[src/hw/bl_timeout_pkg.sv]
// Package for the backlight timeout and sink select slice.
// Assumes a single 20 MHz core clock and a byte-wide register port.
package bl_timeout_pkg;

  // Register offsets
  localparam logic [7:0] SINK_GROUP_SELECT_ADDR = 8'h05;
  localparam logic [7:0] OFF_TIMEOUT_SETTING_ADDR = 8'h06;
  localparam logic [7:0] DIM_TIMEOUT_SETTING_ADDR = 8'h07;
  localparam logic [7:0] FADE_RATE_SETTING_ADDR = 8'h08;

  // Reset values
  localparam logic [7:0] SINK_GROUP_SELECT_RST = 8'h00;
  localparam logic [7:0] OFF_TIMEOUT_SETTING_RST = 8'h00;
  localparam logic [7:0] DIM_TIMEOUT_SETTING_RST = 8'h00;
  localparam logic [7:0] FADE_RATE_SETTING_RST = 8'h00;

  // Field layout
  localparam int SINK_COUNT = 7;
  localparam int PERIOD_MSB = 6;
  localparam int FADE_OUT_MSB = 7;
  localparam int FADE_OUT_LSB = 4;
  localparam int FADE_IN_MSB = 3;
  localparam int FADE_IN_LSB = 0;
  localparam logic [7:0] USED_BITS_MASK = 8'h7F;
  localparam logic [6:0] PERIOD_DISABLED = 7'h00;
  localparam logic [6:0] PERIOD_LAST = 7'h01;

  // Timing: one tick per second at the core clock rate
  localparam longint CLK_HZ = 20000000;
  localparam longint TICK_PERIOD_MS = 1000;
  localparam int TICK_CYCLES_DEF = int'((CLK_HZ * TICK_PERIOD_MS) / 1000);
  localparam int PRESCALE_W = 25;

  // Register write request
  typedef struct packed {
    logic we;
    logic [7:0] addr;
    logic [7:0] wdata;
  } reg_wr_t;

  // Timeout sequencer states
  typedef enum logic [5:0] {
    ST_IDLE = 6'b000001,
    ST_WAIT_MAX = 6'b000010,
    ST_DIM_RUN = 6'b000100,
    ST_OFF_RUN = 6'b001000,
    ST_HOLD = 6'b010000,
    ST_OFF = 6'b100000
  } tmo_state_t;

endpackage

[src/hw/backlight_timeout_sink_select.sv]
// Backlight sink grouping plus dim and off timeouts, with its register file.
// Assumes all inputs are generated on clk by the core (no synchronisers needed)
// and that the fade engine reports when the backlight current sits at maximum.
module backlight_timeout_sink_select
  import bl_timeout_pkg::*;
#(
  parameter int TICK_CYCLES = TICK_CYCLES_DEF
) (
  input wire logic clk,
  input wire logic rst_n,
  input wire reg_wr_t reg_wr,
  input wire logic common_backlight_on,
  input wire logic bl_at_max,
  input wire logic [SINK_COUNT-1:0] indep_sink_on,
  output logic [7:0] reg_rdata,
  output logic [SINK_COUNT-1:0] sink_on,
  output logic dim_target,
  output logic bl_timed_off,
  output logic [3:0] fade_out_rate,
  output logic [3:0] fade_in_rate
);

  logic [7:0] sel_r, sel_nxt;
  logic [7:0] off_r, off_nxt;
  logic [7:0] dim_r, dim_nxt;
  logic [7:0] fade_r, fade_nxt;
  logic [7:0] rdata_r, rdata_nxt;
  tmo_state_t state_r, state_nxt;
  logic [6:0] cnt_r, cnt_nxt;
  logic [PRESCALE_W-1:0] pre_r, pre_nxt;
  logic tick_r, tick_nxt;
  logic dimmed_r, dimmed_nxt;
  logic timed_off_r, timed_off_nxt;
  logic [SINK_COUNT-1:0] sink_r, sink_nxt;
  logic wr_timeout;
  logic bl_live;

  assign wr_timeout = reg_wr.we &&
    (reg_wr.addr == OFF_TIMEOUT_SETTING_ADDR || reg_wr.addr == DIM_TIMEOUT_SETTING_ADDR);

  // Register file; reserved bit 7 of the select and timeout registers is never stored so it reads zero
  always_comb begin
    sel_nxt = sel_r;
    off_nxt = off_r;
    dim_nxt = dim_r;
    fade_nxt = fade_r;
    if (reg_wr.we) begin
      case (reg_wr.addr)
        SINK_GROUP_SELECT_ADDR: sel_nxt = reg_wr.wdata & USED_BITS_MASK;
        OFF_TIMEOUT_SETTING_ADDR: off_nxt = reg_wr.wdata & USED_BITS_MASK;
        DIM_TIMEOUT_SETTING_ADDR: dim_nxt = reg_wr.wdata & USED_BITS_MASK;
        FADE_RATE_SETTING_ADDR: fade_nxt = reg_wr.wdata;
        default: ;
      endcase
    end
    case (reg_wr.addr)
      SINK_GROUP_SELECT_ADDR: rdata_nxt = sel_r;
      OFF_TIMEOUT_SETTING_ADDR: rdata_nxt = off_r;
      DIM_TIMEOUT_SETTING_ADDR: rdata_nxt = dim_r;
      FADE_RATE_SETTING_ADDR: rdata_nxt = fade_r;
      default: rdata_nxt = 8'h00; // Unmapped reads return zero
    endcase
  end

  // One-second prescaler; restarted on a timeout write so the first second is whole
  always_comb begin
    tick_nxt = 1'b0;
    pre_nxt = pre_r + PRESCALE_W'(1);
    if (wr_timeout) begin
      pre_nxt = '0;
    end else if (pre_r == PRESCALE_W'(TICK_CYCLES - 1)) begin
      pre_nxt = '0;
      tick_nxt = 1'b1;
    end
  end

  // Timeout sequencer: wait for maximum, dim period, then off period
  always_comb begin
    state_nxt = state_r;
    cnt_nxt = cnt_r;
    dimmed_nxt = dimmed_r;
    if (!common_backlight_on) begin
      state_nxt = ST_IDLE;
      dimmed_nxt = 1'b0;
    end else if (wr_timeout) begin
      // New setting restarts from full brightness
      state_nxt = ST_WAIT_MAX;
      dimmed_nxt = 1'b0;
    end else begin
      case (state_r)
        ST_IDLE: state_nxt = ST_WAIT_MAX;
        ST_WAIT_MAX: begin
          if (bl_at_max) begin
            if (dim_r[PERIOD_MSB:0] != PERIOD_DISABLED) begin
              state_nxt = ST_DIM_RUN;
              cnt_nxt = dim_r[PERIOD_MSB:0];
            end else if (off_r[PERIOD_MSB:0] != PERIOD_DISABLED) begin
              state_nxt = ST_OFF_RUN;
              cnt_nxt = off_r[PERIOD_MSB:0];
            end else begin
              state_nxt = ST_HOLD;
            end
          end
        end
        ST_DIM_RUN: begin
          if (tick_r) begin
            cnt_nxt = cnt_r - 7'h01;
            if (cnt_r == PERIOD_LAST) begin
              dimmed_nxt = 1'b1;
              if (off_r[PERIOD_MSB:0] != PERIOD_DISABLED) begin
                state_nxt = ST_OFF_RUN;
                cnt_nxt = off_r[PERIOD_MSB:0];
              end else begin
                state_nxt = ST_HOLD;
              end
            end
          end
        end
        ST_OFF_RUN: begin
          if (tick_r) begin
            cnt_nxt = cnt_r - 7'h01;
            if (cnt_r == PERIOD_LAST) begin
              state_nxt = ST_OFF;
            end
          end
        end
        ST_HOLD: ;
        ST_OFF: ;
        default: state_nxt = ST_IDLE;
      endcase
    end
    // Registered copy so the off flag leaves a flip-flop, not a state decode
    timed_off_nxt = (state_nxt == ST_OFF);
  end

  // Sink routing; timed-off backlight leaves independent sinks untouched
  assign bl_live = common_backlight_on && (state_r != ST_OFF);
  always_comb begin
    for (int i = 0; i < SINK_COUNT; i++) begin
      sink_nxt[i] = sel_r[i] ? indep_sink_on[i] : bl_live;
    end
  end

  // State registers
  always_ff @(posedge clk) begin
    if (!rst_n) begin
      sel_r <= SINK_GROUP_SELECT_RST;
      off_r <= OFF_TIMEOUT_SETTING_RST;
      dim_r <= DIM_TIMEOUT_SETTING_RST;
      fade_r <= FADE_RATE_SETTING_RST;
      rdata_r <= 8'h00;
      state_r <= ST_IDLE;
      cnt_r <= 7'h00;
      pre_r <= '0;
      tick_r <= 1'b0;
      dimmed_r <= 1'b0;
      timed_off_r <= 1'b0;
      sink_r <= '0;
    end else begin
      sel_r <= sel_nxt;
      off_r <= off_nxt;
      dim_r <= dim_nxt;
      fade_r <= fade_nxt;
      rdata_r <= rdata_nxt;
      state_r <= state_nxt;
      cnt_r <= cnt_nxt;
      pre_r <= pre_nxt;
      tick_r <= tick_nxt;
      dimmed_r <= dimmed_nxt;
      timed_off_r <= timed_off_nxt;
      sink_r <= sink_nxt;
    end
  end

  assign reg_rdata = rdata_r;
  assign sink_on = sink_r;
  assign dim_target = dimmed_r;
  assign bl_timed_off = timed_off_r;
  assign fade_out_rate = fade_r[FADE_OUT_MSB:FADE_OUT_LSB];
  assign fade_in_rate = fade_r[FADE_IN_MSB:FADE_IN_LSB];
endmodule

[config.mk]
export PLATFORM = sky130hd
export DESIGN_NAME = backlight_timeout_sink_select
export DESIGN_NICKNAME = d
export VERILOG_FILES = /design/src/hw/bl_timeout_pkg.sv /design/src/hw/backlight_timeout_sink_select.sv
export SDC_FILE = /design/constraint.sdc
export NUM_CORES = 1
export LEC_CHECK = 0
export BUFFER_PORTS_ARGS = -buffer_cell sky130_fd_sc_hd__buf_2
export CAP_MARGIN = 10
export CORE_UTILIZATION = 40
export CTS_BUF_LIST = sky130_fd_sc_hd__clkbuf_4 sky130_fd_sc_hd__clkbuf_8 sky130_fd_sc_hd__clkbuf_16
export CTS_CLUSTER_SIZE = 24
export DETAILED_ROUTE_END_ITERATION = 6
export MAX_ROUTING_LAYER = met4
export PLACE_DENSITY = 0.67
export SLEW_MARGIN = 0
export SYNTH_ARGS = -nofsm -noshare
export SYNTH_HDL_FRONTEND = slang
export SYNTH_SLANG_ARGS = --single-unit
[constraint.sdc]
create_clock -name clk -period 3 [get_ports clk]
set_input_delay 0.9 -clock clk [delete_from_list [all_inputs] [get_ports clk]]
set_output_delay 0.9 -clock clk [all_outputs]
set_load 0.02 [all_outputs]
# Yosys cells after proc, flatten, opt, wreduce, memory -nomap -nowiden
# Cells that the tools add are included.
# W data, S select, Z words.
# classes
n_addsub	2
n_eq_ne	18
muxes	27
bitwise_logic	3
reduce_logical	16
# op_table
operator	n
$mux W7	7
$mux W6	7
$pmux W8 S4	1
$pmux W6 S5	1
$add A25 B1 Y25 const B	1
$eq A25 B25 Y1 const B	1
$eq A8 B3 Y1 const B	3
$pmux W7 S3	1
$reduce_bool A7 Y1	2
$eq A6 B6 Y1 const B	2
$mux W5	2
$eq A8 B4 Y1 const B	1
$mux W1	8
$reduce_and A2 Y1	4
$eq A7 B1 Y1 const B	1
$reduce_and A7 Y1	1
$sub A7 B1 Y7 const B	1
$eq A6 B1 Y1 const B	1
$eq A6 B2 Y1 const B	1
$eq A6 B3 Y1 const B	1
$eq A6 B4 Y1 const B	1
$eq A6 B5 Y1 const B	1
$ne A2 B2 Y1 const B	3
$ne A6 B6 Y1 const B	1
other kinds (8)	13
# totals
reg_bits	85
output_inout_bits	25

# Depth between registers and ports, before layout
# Gate-level depths: netlist of run 1.
# logic_depth
word_depth	8
mapped_depth	7
mapped_depth_nobuf	6

# Worst setup path after synthesis of run 1
# OpenSTA, ideal clock, no wires.
# synth_timing
kind	input-to-reg
start	input port reg_wr[13] in the netlist's numbering
end	register cnt_r[2]
arrival_time_ns	2.415
required_ns	2.883
slack_ns	0.468
cell_stages	6
n_path_buf	1
path_cell_list	or4_1 clkbuf_1 nor3_2 a211o_1 nor2_1 a32o_1
# synth_between
elab_chain_len	5
elab_cells_between_ends	6
classes_between	eq/ne: 2; bitwise: 1; reduce/logical: 3
# synth_rtl
element	line	source
from (decl)	backlight_timeout_sink_select.sv:11	input wire reg_wr_t reg_wr,
$eq A8 B3 Y1	backlight_timeout_sink_select.sv:39	(reg_wr.addr == OFF_TIMEOUT_SETTING_ADDR || reg_wr.addr == DIM_TIMEOUT_SETTING_ADDR);
$logic_or A1 B1 Y1 (*)	backlight_timeout_sink_select.sv:39	
$logic_and A1 B1 Y1 (*)	backlight_timeout_sink_select.sv:38	assign wr_timeout = reg_wr.we &&
$not A1 Y1 (no source line) (*)	-	
$reduce_and A7 Y1 (no source line) (*)	-	
to (signal assigned)	backlight_timeout_sink_select.sv:166	cnt_r <= cnt_nxt;
to (decl)	backlight_timeout_sink_select.sv:29	logic [6:0] cnt_r, cnt_nxt;
# Every way passes the cells marked *; elsewhere a longest branch is shown, timed or not.
# A chain may end at the register's enable or synchronous reset.

# Final worst setup path of run 1
# layout_timing
start	input port reg_wr[13] in the netlist's numbering
end	register fade_r[1]
# layout_between
elab_chain_len	2
# layout_rtl
element	line	source
$eq A8 B4 Y1	backlight_timeout_sink_select.sv:48	case (reg_wr.addr)
$reduce_and A2 Y1 (no source line)	-	
to (signal assigned)	backlight_timeout_sink_select.sv:163	fade_r <= fade_nxt;
to (decl)	backlight_timeout_sink_select.sv:26	logic [7:0] fade_r, fade_nxt;
# Every way passes these cells.

==> impl_results.md, run 1 <==
* Global Route Usage Sum at 0.203
* Logic pwr share at 0.051
* Hold Startpoint: dim_target
* M1 wire length at 4700 um
* Register area share after synthesis at 0.429
* Worst Tran Pin Value at 0.763 ns
* # H-tree levels at 3
* Inserted Clock Buffers at 9
* Ant. Diodes at 0
* Vias at 3635
* Startpoint Class: input pin
* Placed wire-length estimate at 7110 um
* Fin nets at 555
* Via/cell ratio at 5.52
* Final Skew at 0.00802 ns
* TritonCTS clock tree: done
* Hold Path Sink: dim_target
* Total power at 2.07 mW
* # hold bufs at CTS at 0
* # rows at 35
* Synth Register Bits at 85
* Routed WL at 9570 um
* Share of cells above drive strength 1 at 0.164
* Worst hold slack at 0.471 ns
* CP required at 3.23 ns
* DR DRC count at 0
* Starting Density at 0.421
* RSZ-0062 raised after global routing: false
* Critical Path Fanout Max at 18
* Final Hold Viols at 0
* First-pass DRT Iterations at 5
* Die area at 10300 um2
* Pwr/cell area at 452 nW/um2
* Worst vdd ir at 232 uV
* Synthesized net count at 504
* Final std cells w/o fill at 658
* Fraction of registers with async set/reset at 0
* TNS Setup at 0 ns
* Max Buffers Root-to-Sink at 2
* Die Wd at 102 um
* Switch share at 0.245
* CP max-delay cell: or4_1
* I/O Pins at 53
* DP Cell Count at 642
* Cell Area, Synth at 3970 um2
* Routed len/inst at 14.5 um
* Kind of critical path: input pin to register
* Internal power at 1.56 mW
* Reg2reg setup slack at 0.77 ns
* CTS Root Cell: clkbuf_8
* Area Overhead vs Synth at 15.4%
* Final Slew Violations at 0
* Vias in the first global route at 3312
* Status: finished clean
* Core footprint at 9420 um2
* Antenna viol nets, final at 0
* Arr. time, crit path at 2.69 ns
* WL met2 at 4220 um
* Post-cts resize count at 0
* Gpl congestion at 0.885
* Switching power at 0.508 mW
* Max-cap violations at 0
* Met3 wire len at 511 um
* Hold path depth at 1
* Highest Signal Layer: met4
* Part of the cycle the worst path needs at 0.817
* Reg power frac at 0.554
* Number of DRC markers in iteration 0 at 242
* Capturing point of the worst reg2reg path: cnt_r[5]
* Worst-Skew Late Latency at 0.36 ns
* Sequence of cells on the critical path: buf_2 -> or4_1 -> nor4bb_2 -> buf_4 -> nand2_1 -> nand2_1 -> a21oi_1
* Max Fclk at 0.408 GHz
* Post-synth cell types at 56
* Main flop type after synthesis: dfxtp_1
* EDFF count, synth at 0
* Post-synth top area cell: dfxtp_1
* Crit path top cell by count: nand2_1
* Reg2Reg Launch Point: state_r[0]
* Final Core Density at 0.486
* Maximum number of pins on one net before global-route repair at 42
* GRT overflow at 0
* Area contributors post-synth: dfxtp_1 43%, nand2_1 5.7%, nand3_1 5.2%
* Post-synthesis area per instance at 8.38 um2
* Buffers inserted by post-CTS timing repair at 0
* Worst min path class: register to register
* Synth Warn # at 0
* Yosys top cell area share at 0.429
* CTS Sinks at 85
* Tmin final at 2.45 ns
* First-pass GRT wire length at 16000 um
* Setup violators final at 0
* Synth Instances at 473
* Die H at 102 um
* Clock Pin Slew Worst Setup and Hold Paths at 0.09 ns
* Slew Limit Headroom at 0.490
* Pleak at 1.63 nW
* # fillers at 922
* Worst path max stage delay at 0.66 ns
* Clock share of power at 0.395
* Count of input and output buffers at 52
* Reg2reg path depth at 5
* Crit end category: register
* Initial antenna violation count at 0
-- worst max-delay path by stage --
stage               startpoint        end  slack, ns  depth (start not counted)
detailed placement  reg_wr[13]  fade_r[1]       0.19                          7
finish              reg_wr[13]  fade_r[1]       0.55                          7
CTS                 reg_wr[13]  fade_r[1]       0.58                          7
global placement    reg_wr[13]  fade_r[7]       0.24                          7
floorplan           reg_wr[13]   cnt_r[2]       0.47                          6
global route        reg_wr[13]  fade_r[1]       0.43                          7
-- power by group through the flow --
stage,Clock (mW),Sequential [mW],Combinational (mW)
CTS,0.838,1.15,0.105
global placement,0,1.17,0.104
floorplan,0,1.18,0.0534
finish,0.818,1.15,0.105
global route,0.886,1.15,0.118
detailed placement,0,1.17,0.105
-- Yosys cell counts (4+ instances only) --
master,number
nand3_1,41
inv_1,11
nand3b_1,5
mux2i_1,8
and4_1,4
a222oi_1,7
clkbuf_1,14
o21ai_0,7
xnor2_1,11
nor2_1,48
dfxtp_1,85
a211oi_1,6
nand2_1,60
nor3_1,11
and3_1,4
buf_2,6
a221oi_1,4
or3_1,6
nor4_1,10
and2_1,10
a22o_1,4
nand4_1,7
xor2_1,13
a21oi_1,40
-- layer usage --
layer	GRT usage	up-vias
met1	0.283	1685
li1	-	1821
met5	-	-
met2	0.298	108
met3	0.0317	21
met4	0.0691	0
-- sequential cells by signal, summed over array words and instances, names as in the netlist --
signal,count
bl_timed_off,1
cnt_r,7
dim_r,7
dim_target,1
fade_r,8
off_r,7
pre_r,25
reg_rdata,8
sel_r,7
sink_on,7
state_r,6
tick_r,1
-- kinds of logic after synthesis --
kind of cell / synth area share
simple gates: 0.292
compound gates: 0.162
flops: 0.429
buf+inv: 0.0341
xor+xnor: 0.0530
mux: 0.0202
fa+ha+maj: 0.00947
-- critical path, delay by kind of cell --
kind	cells	cell delay, ns
AOI/OAI and AO/OA	1	0.08
buffers and inverters	2	0.36
and+or+nand+nor	4	1.34
-- cell type report --
type	count	area, um2	area share
clock buffer	9	124	0.0271
clock inverter	7	72.6	0.0159
inverter	11	41.3	0.00902
multi-input combinational	356	2130	0.467
sequential	85	1700	0.372
tap	129	161	0.0353
timing repair buffer	61	340	0.0744
-- metrics by stage --
step	worst slack (ns)	area, um2
after detailed placement	0.190	4380
after global routing	0.431	4580
after CTS	0.578	4580
after global placement	0.244	4380
final	0.548	4580
after floorplan	0.468	3970
-- placed cells by master, fill, tap and decap left out, drive strengths merged, types with 7 or more instances in the layout --
cell    Yosys  layout
a222oi      7       7
nand2      60      60
xor2       13      13
nor4       13      13
nor3       12      12
nand4       7       7
clkbuf     14       9
a21oi      40      40
nand3      41      41
inv        11      13
dfxtp      85      85
and2       10      10
buf         7      61
mux2i       8       8
xnor2      11      11
o21ai       8       8
nor2       48      48
Power figures use the tool's default switching activity.
==> run 2: changes to the inputs <==
- ABC_AREA: default -> 1
- clock period: 3 -> 2.5 ns (I/O delays scaled with it)
==> impl_results.md, run 2 <==
* Inserted Clock Buffers at 9 (unchanged)
* Kind of critical path: input pin to register (unchanged)
* I/O Pins at 53 (unchanged)
* CTS Sinks at 85 (unchanged)
* Final Hold Viols at 0 (unchanged)
* Startpoint Class: input pin (unchanged)
* CTS Root Cell: clkbuf_8 (unchanged)
* # rows at 37 (was 35)
* Count of input and output buffers at 52 (unchanged)
* Gpl congestion at 0.866 (was 0.885)
* Synth Warn # at 0 (unchanged)
* Clock Pin Slew Worst Setup and Hold Paths at 0.10 ns (was 0.09 ns)
* Yosys top cell area share at 0.396 (was 0.429)
* Part of the cycle the worst path needs at 0.744
* Tmin final at 1.86 ns
* Buffers inserted by post-CTS timing repair at 0 (unchanged)
* Total power at 2.63 mW (was 2.07 mW)
* Biggest register: pre_r (unchanged)
* Vias at 4194 (was 3635)
* Register area share after synthesis at 0.396 (was 0.429)
* Share of cells above drive strength 1 at 0.138 (was 0.164)
* Global Route Usage Sum at 0.198 (was 0.203)
* Switch share at 0.243 (was 0.245)
* Pleak at 2.26 nW (was 1.63 nW)
* Die Wd at 106 um (was 102 um)
* Final Skew at 0.0132 ns (was 0.00802 ns)
* DR DRC count at 0 (unchanged)
* Die area at 11200 um2 (was 10300 um2)
* Initial antenna violation count at 0 (unchanged)
* Max Fclk at 0.538 GHz
* Status: finished clean (unchanged)
* First-pass GRT wire length at 17400 um (was 16000 um)
* Synth Register Bits at 85 (unchanged)
* Cell Area, Synth at 4300 um2 (was 3970 um2)
* Commonest cells post-synth: 149 x nand2_1, 114 x nor2_1, 85 x dfxtp_1 (was 85 x dfxtp_1, 60 x nand2_1, 48 x nor2_1)
* Core footprint at 10400 um2 (was 9420 um2)
* Crit end category: register (unchanged)
* Arr. time, crit path at 2.09 ns (was 2.69 ns)
* Number of DRC markers in iteration 0 at 160 (was 242)
* GRT overflow at 0 (unchanged)
* Switching power at 0.638 mW (was 0.508 mW)
* Fin nets at 730 (was 555)
* # H-tree levels at 3 (unchanged)
* TritonCTS clock tree: done (unchanged)
* Slew Limit Headroom at 0.639 (was 0.490)
* Most frequent cells in the layout: 149 x nand2_1, 114 x nor2_1, 85 x dfxtp_1 (was 85 x dfxtp_1, 60 x nand2_1, 52 x buf_2)
* Starting Density at 0.415 (was 0.421)
* Max Buffers Root-to-Sink at 2 (unchanged)
* Post-synthesis area per instance at 6.68 um2 (was 8.38 um2)
* Most common cell in the netlist: nand2_1 (was dfxtp_1)
* Worst-Skew Late Latency at 0.36 ns (about the same)
* EDFF count, synth at 0 (unchanged)
* CP startpoint: reg_wr[15] (was reg_wr[13])
* Logic pwr share at 0.056 (was 0.051)
* Largest register FFs at 25 (unchanged)
* Maximum number of pins on one net before global-route repair at 38 (was 42)
* CP required at 2.73 ns (was 3.23 ns)
* TNS Setup at 0 ns (unchanged)
* Critical Path Fanout Max at 14 (was 18)
* Area Overhead vs Synth at 14.3% (was 15.4%)
* Final Core Density at 0.474 (was 0.486)
* Worst min path class: register to register (unchanged)
* Commonest non-fill, non-tap cell in the layout: nand2_1 (was dfxtp_1)
* Routed WL at 10300 um (was 9570 um)
* Max-cap violations at 0 (unchanged)
* Vias in the first global route at 3961 (was 3312)
* Synth Instances at 644 (was 473)
* Routed len/inst at 12.3 um (was 14.5 um)
* Fraction of registers with async set/reset at 0 (unchanged)
* Hold Startpoint: fade_r[7] (was dim_target)
* DP Cell Count at 824 (was 642)
* Antenna viol nets, final at 0 (unchanged)
* Internal power at 1.99 mW (was 1.56 mW)
* First-pass DRT Iterations at 5 (unchanged)
* Main flop type after synthesis: dfxtp_1 (unchanged)
* Worst vdd ir at 242 uV (was 232 uV)
* Post-synth top area cell: dfxtp_1 (unchanged)
* Reg power frac at 0.523 (was 0.554)
* Placed wire-length estimate at 7810 um (was 7110 um)
* Post-cts resize count at 0 (unchanged)
* Die H at 106 um (was 102 um)
* Post-synth cell types at 36 (was 56)
* Area contributors post-synth: dfxtp_1 40%, nand2_1 13%, nor2_1 10% (was dfxtp_1 43%, nand2_1 5.7%, nand3_1 5.2%)
* Reg2Reg Launch Point: pre_r[0] (was state_r[0])
* Clock share of power at 0.420 (was 0.395)
* RSZ-0062 raised after global routing: false (unchanged)
* # hold bufs at CTS at 0 (unchanged)
* Pwr/cell area at 535 nW/um2 (was 452 nW/um2)
* Setup violators final at 0 (unchanged)
* Via/cell ratio at 4.99 (was 5.52)
* Synthesized net count at 675 (was 504)
* Final std cells w/o fill at 841 (was 658)
* Worst Tran Pin Value at 0.539 ns (was 0.763 ns)
* Final Slew Violations at 0 (unchanged)
run 2: worst paths after layout:
kind | end | slack [ns] | depth (start not counted)
worst max-delay path | off_r[4] | 0.64 | 7
worst min-delay path | reg_rdata[7] | 0.46 | 2
worst max register to register | pre_r[2] | 0.67 | 10
worst min register to register | reg_rdata[7] | 0.46 | 2
run 2: power by group through the flow:
stage / Clock (mW) / Sequential, mW / Combinational (mW)
finish: 1.11 / 1.38 / 0.149
global route: 1.19 / 1.38 / 0.166
global placement: 0 / 1.41 / 0.146
detailed placement: 0 / 1.41 / 0.149
floorplan: 0 / 1.42 / 0.0849
CTS: 1.14 / 1.38 / 0.149
run 2: final cells by class:
class	instances	area, um2
fill	1073	5450
clock inverter	7	103
sequential	85	1700
antenna	1	2.50
tap	136	170
timing repair buffer	55	283
clock buffer	9	124
inverter	80	300
multi-input combinational	468	2230
run 2: stage by stage:
| step | cell area, um2 | worst slack, ns | hold WS, ns |
|---|---|---|---|
| final | 4920 | 0.640 | 0.458 |
| after global routing | 4910 | 0.468 | 0.488 |
| after CTS | 4910 | 0.604 | 0.460 |
| after detailed placement | 4690 | 0.272 | 0.444 |
| after global placement | 4690 | 0.383 | 0.442 |
| after floorplan | 4300 | 0.632 | 0.430 |
run 2: kinds of logic (layout without fill, tap and decap cells):
group | Yosys count | in the layout | synth area share
adder cells (fa/ha/maj) | 3 | 3 | 0.00873
flip-flops | 85 | 85 | 0.396
other | 0 | 1 | 0
XOR/XNOR | 16 | 16 | 0.0326
AO/OA/AOI/OAI | 90 | 90 | 0.108
buffers and inverters | 91 | 151 | 0.0850
AND/OR/NAND/NOR | 359 | 359 | 0.370
run 2: worst max-delay path, cell delays in order:
cell and delay (ns):
buf_2 0.09, nor2_1 0.12, nand2_2 0.14, nor2_4 0.13, nand4_1 0.43, o21ai_0 0.34
a21oi_1 0.07
run 2: layer usage:
| layer | wire (um) | share of wire | up-vias | GRT usage |
|---|---|---|---|---|
| li1 | - | - | 2162 | - |
| met4 | 110 | 0.011 | 0 | 0.0645 |
| met3 | 491 | 0.048 | 12 | 0.0476 |
| met1 | 4640 | 0.45 | 1926 | 0.228 |
| met5 | 0 | 0 | - | - |
| met2 | 5080 | 0.49 | 94 | 0.338 |
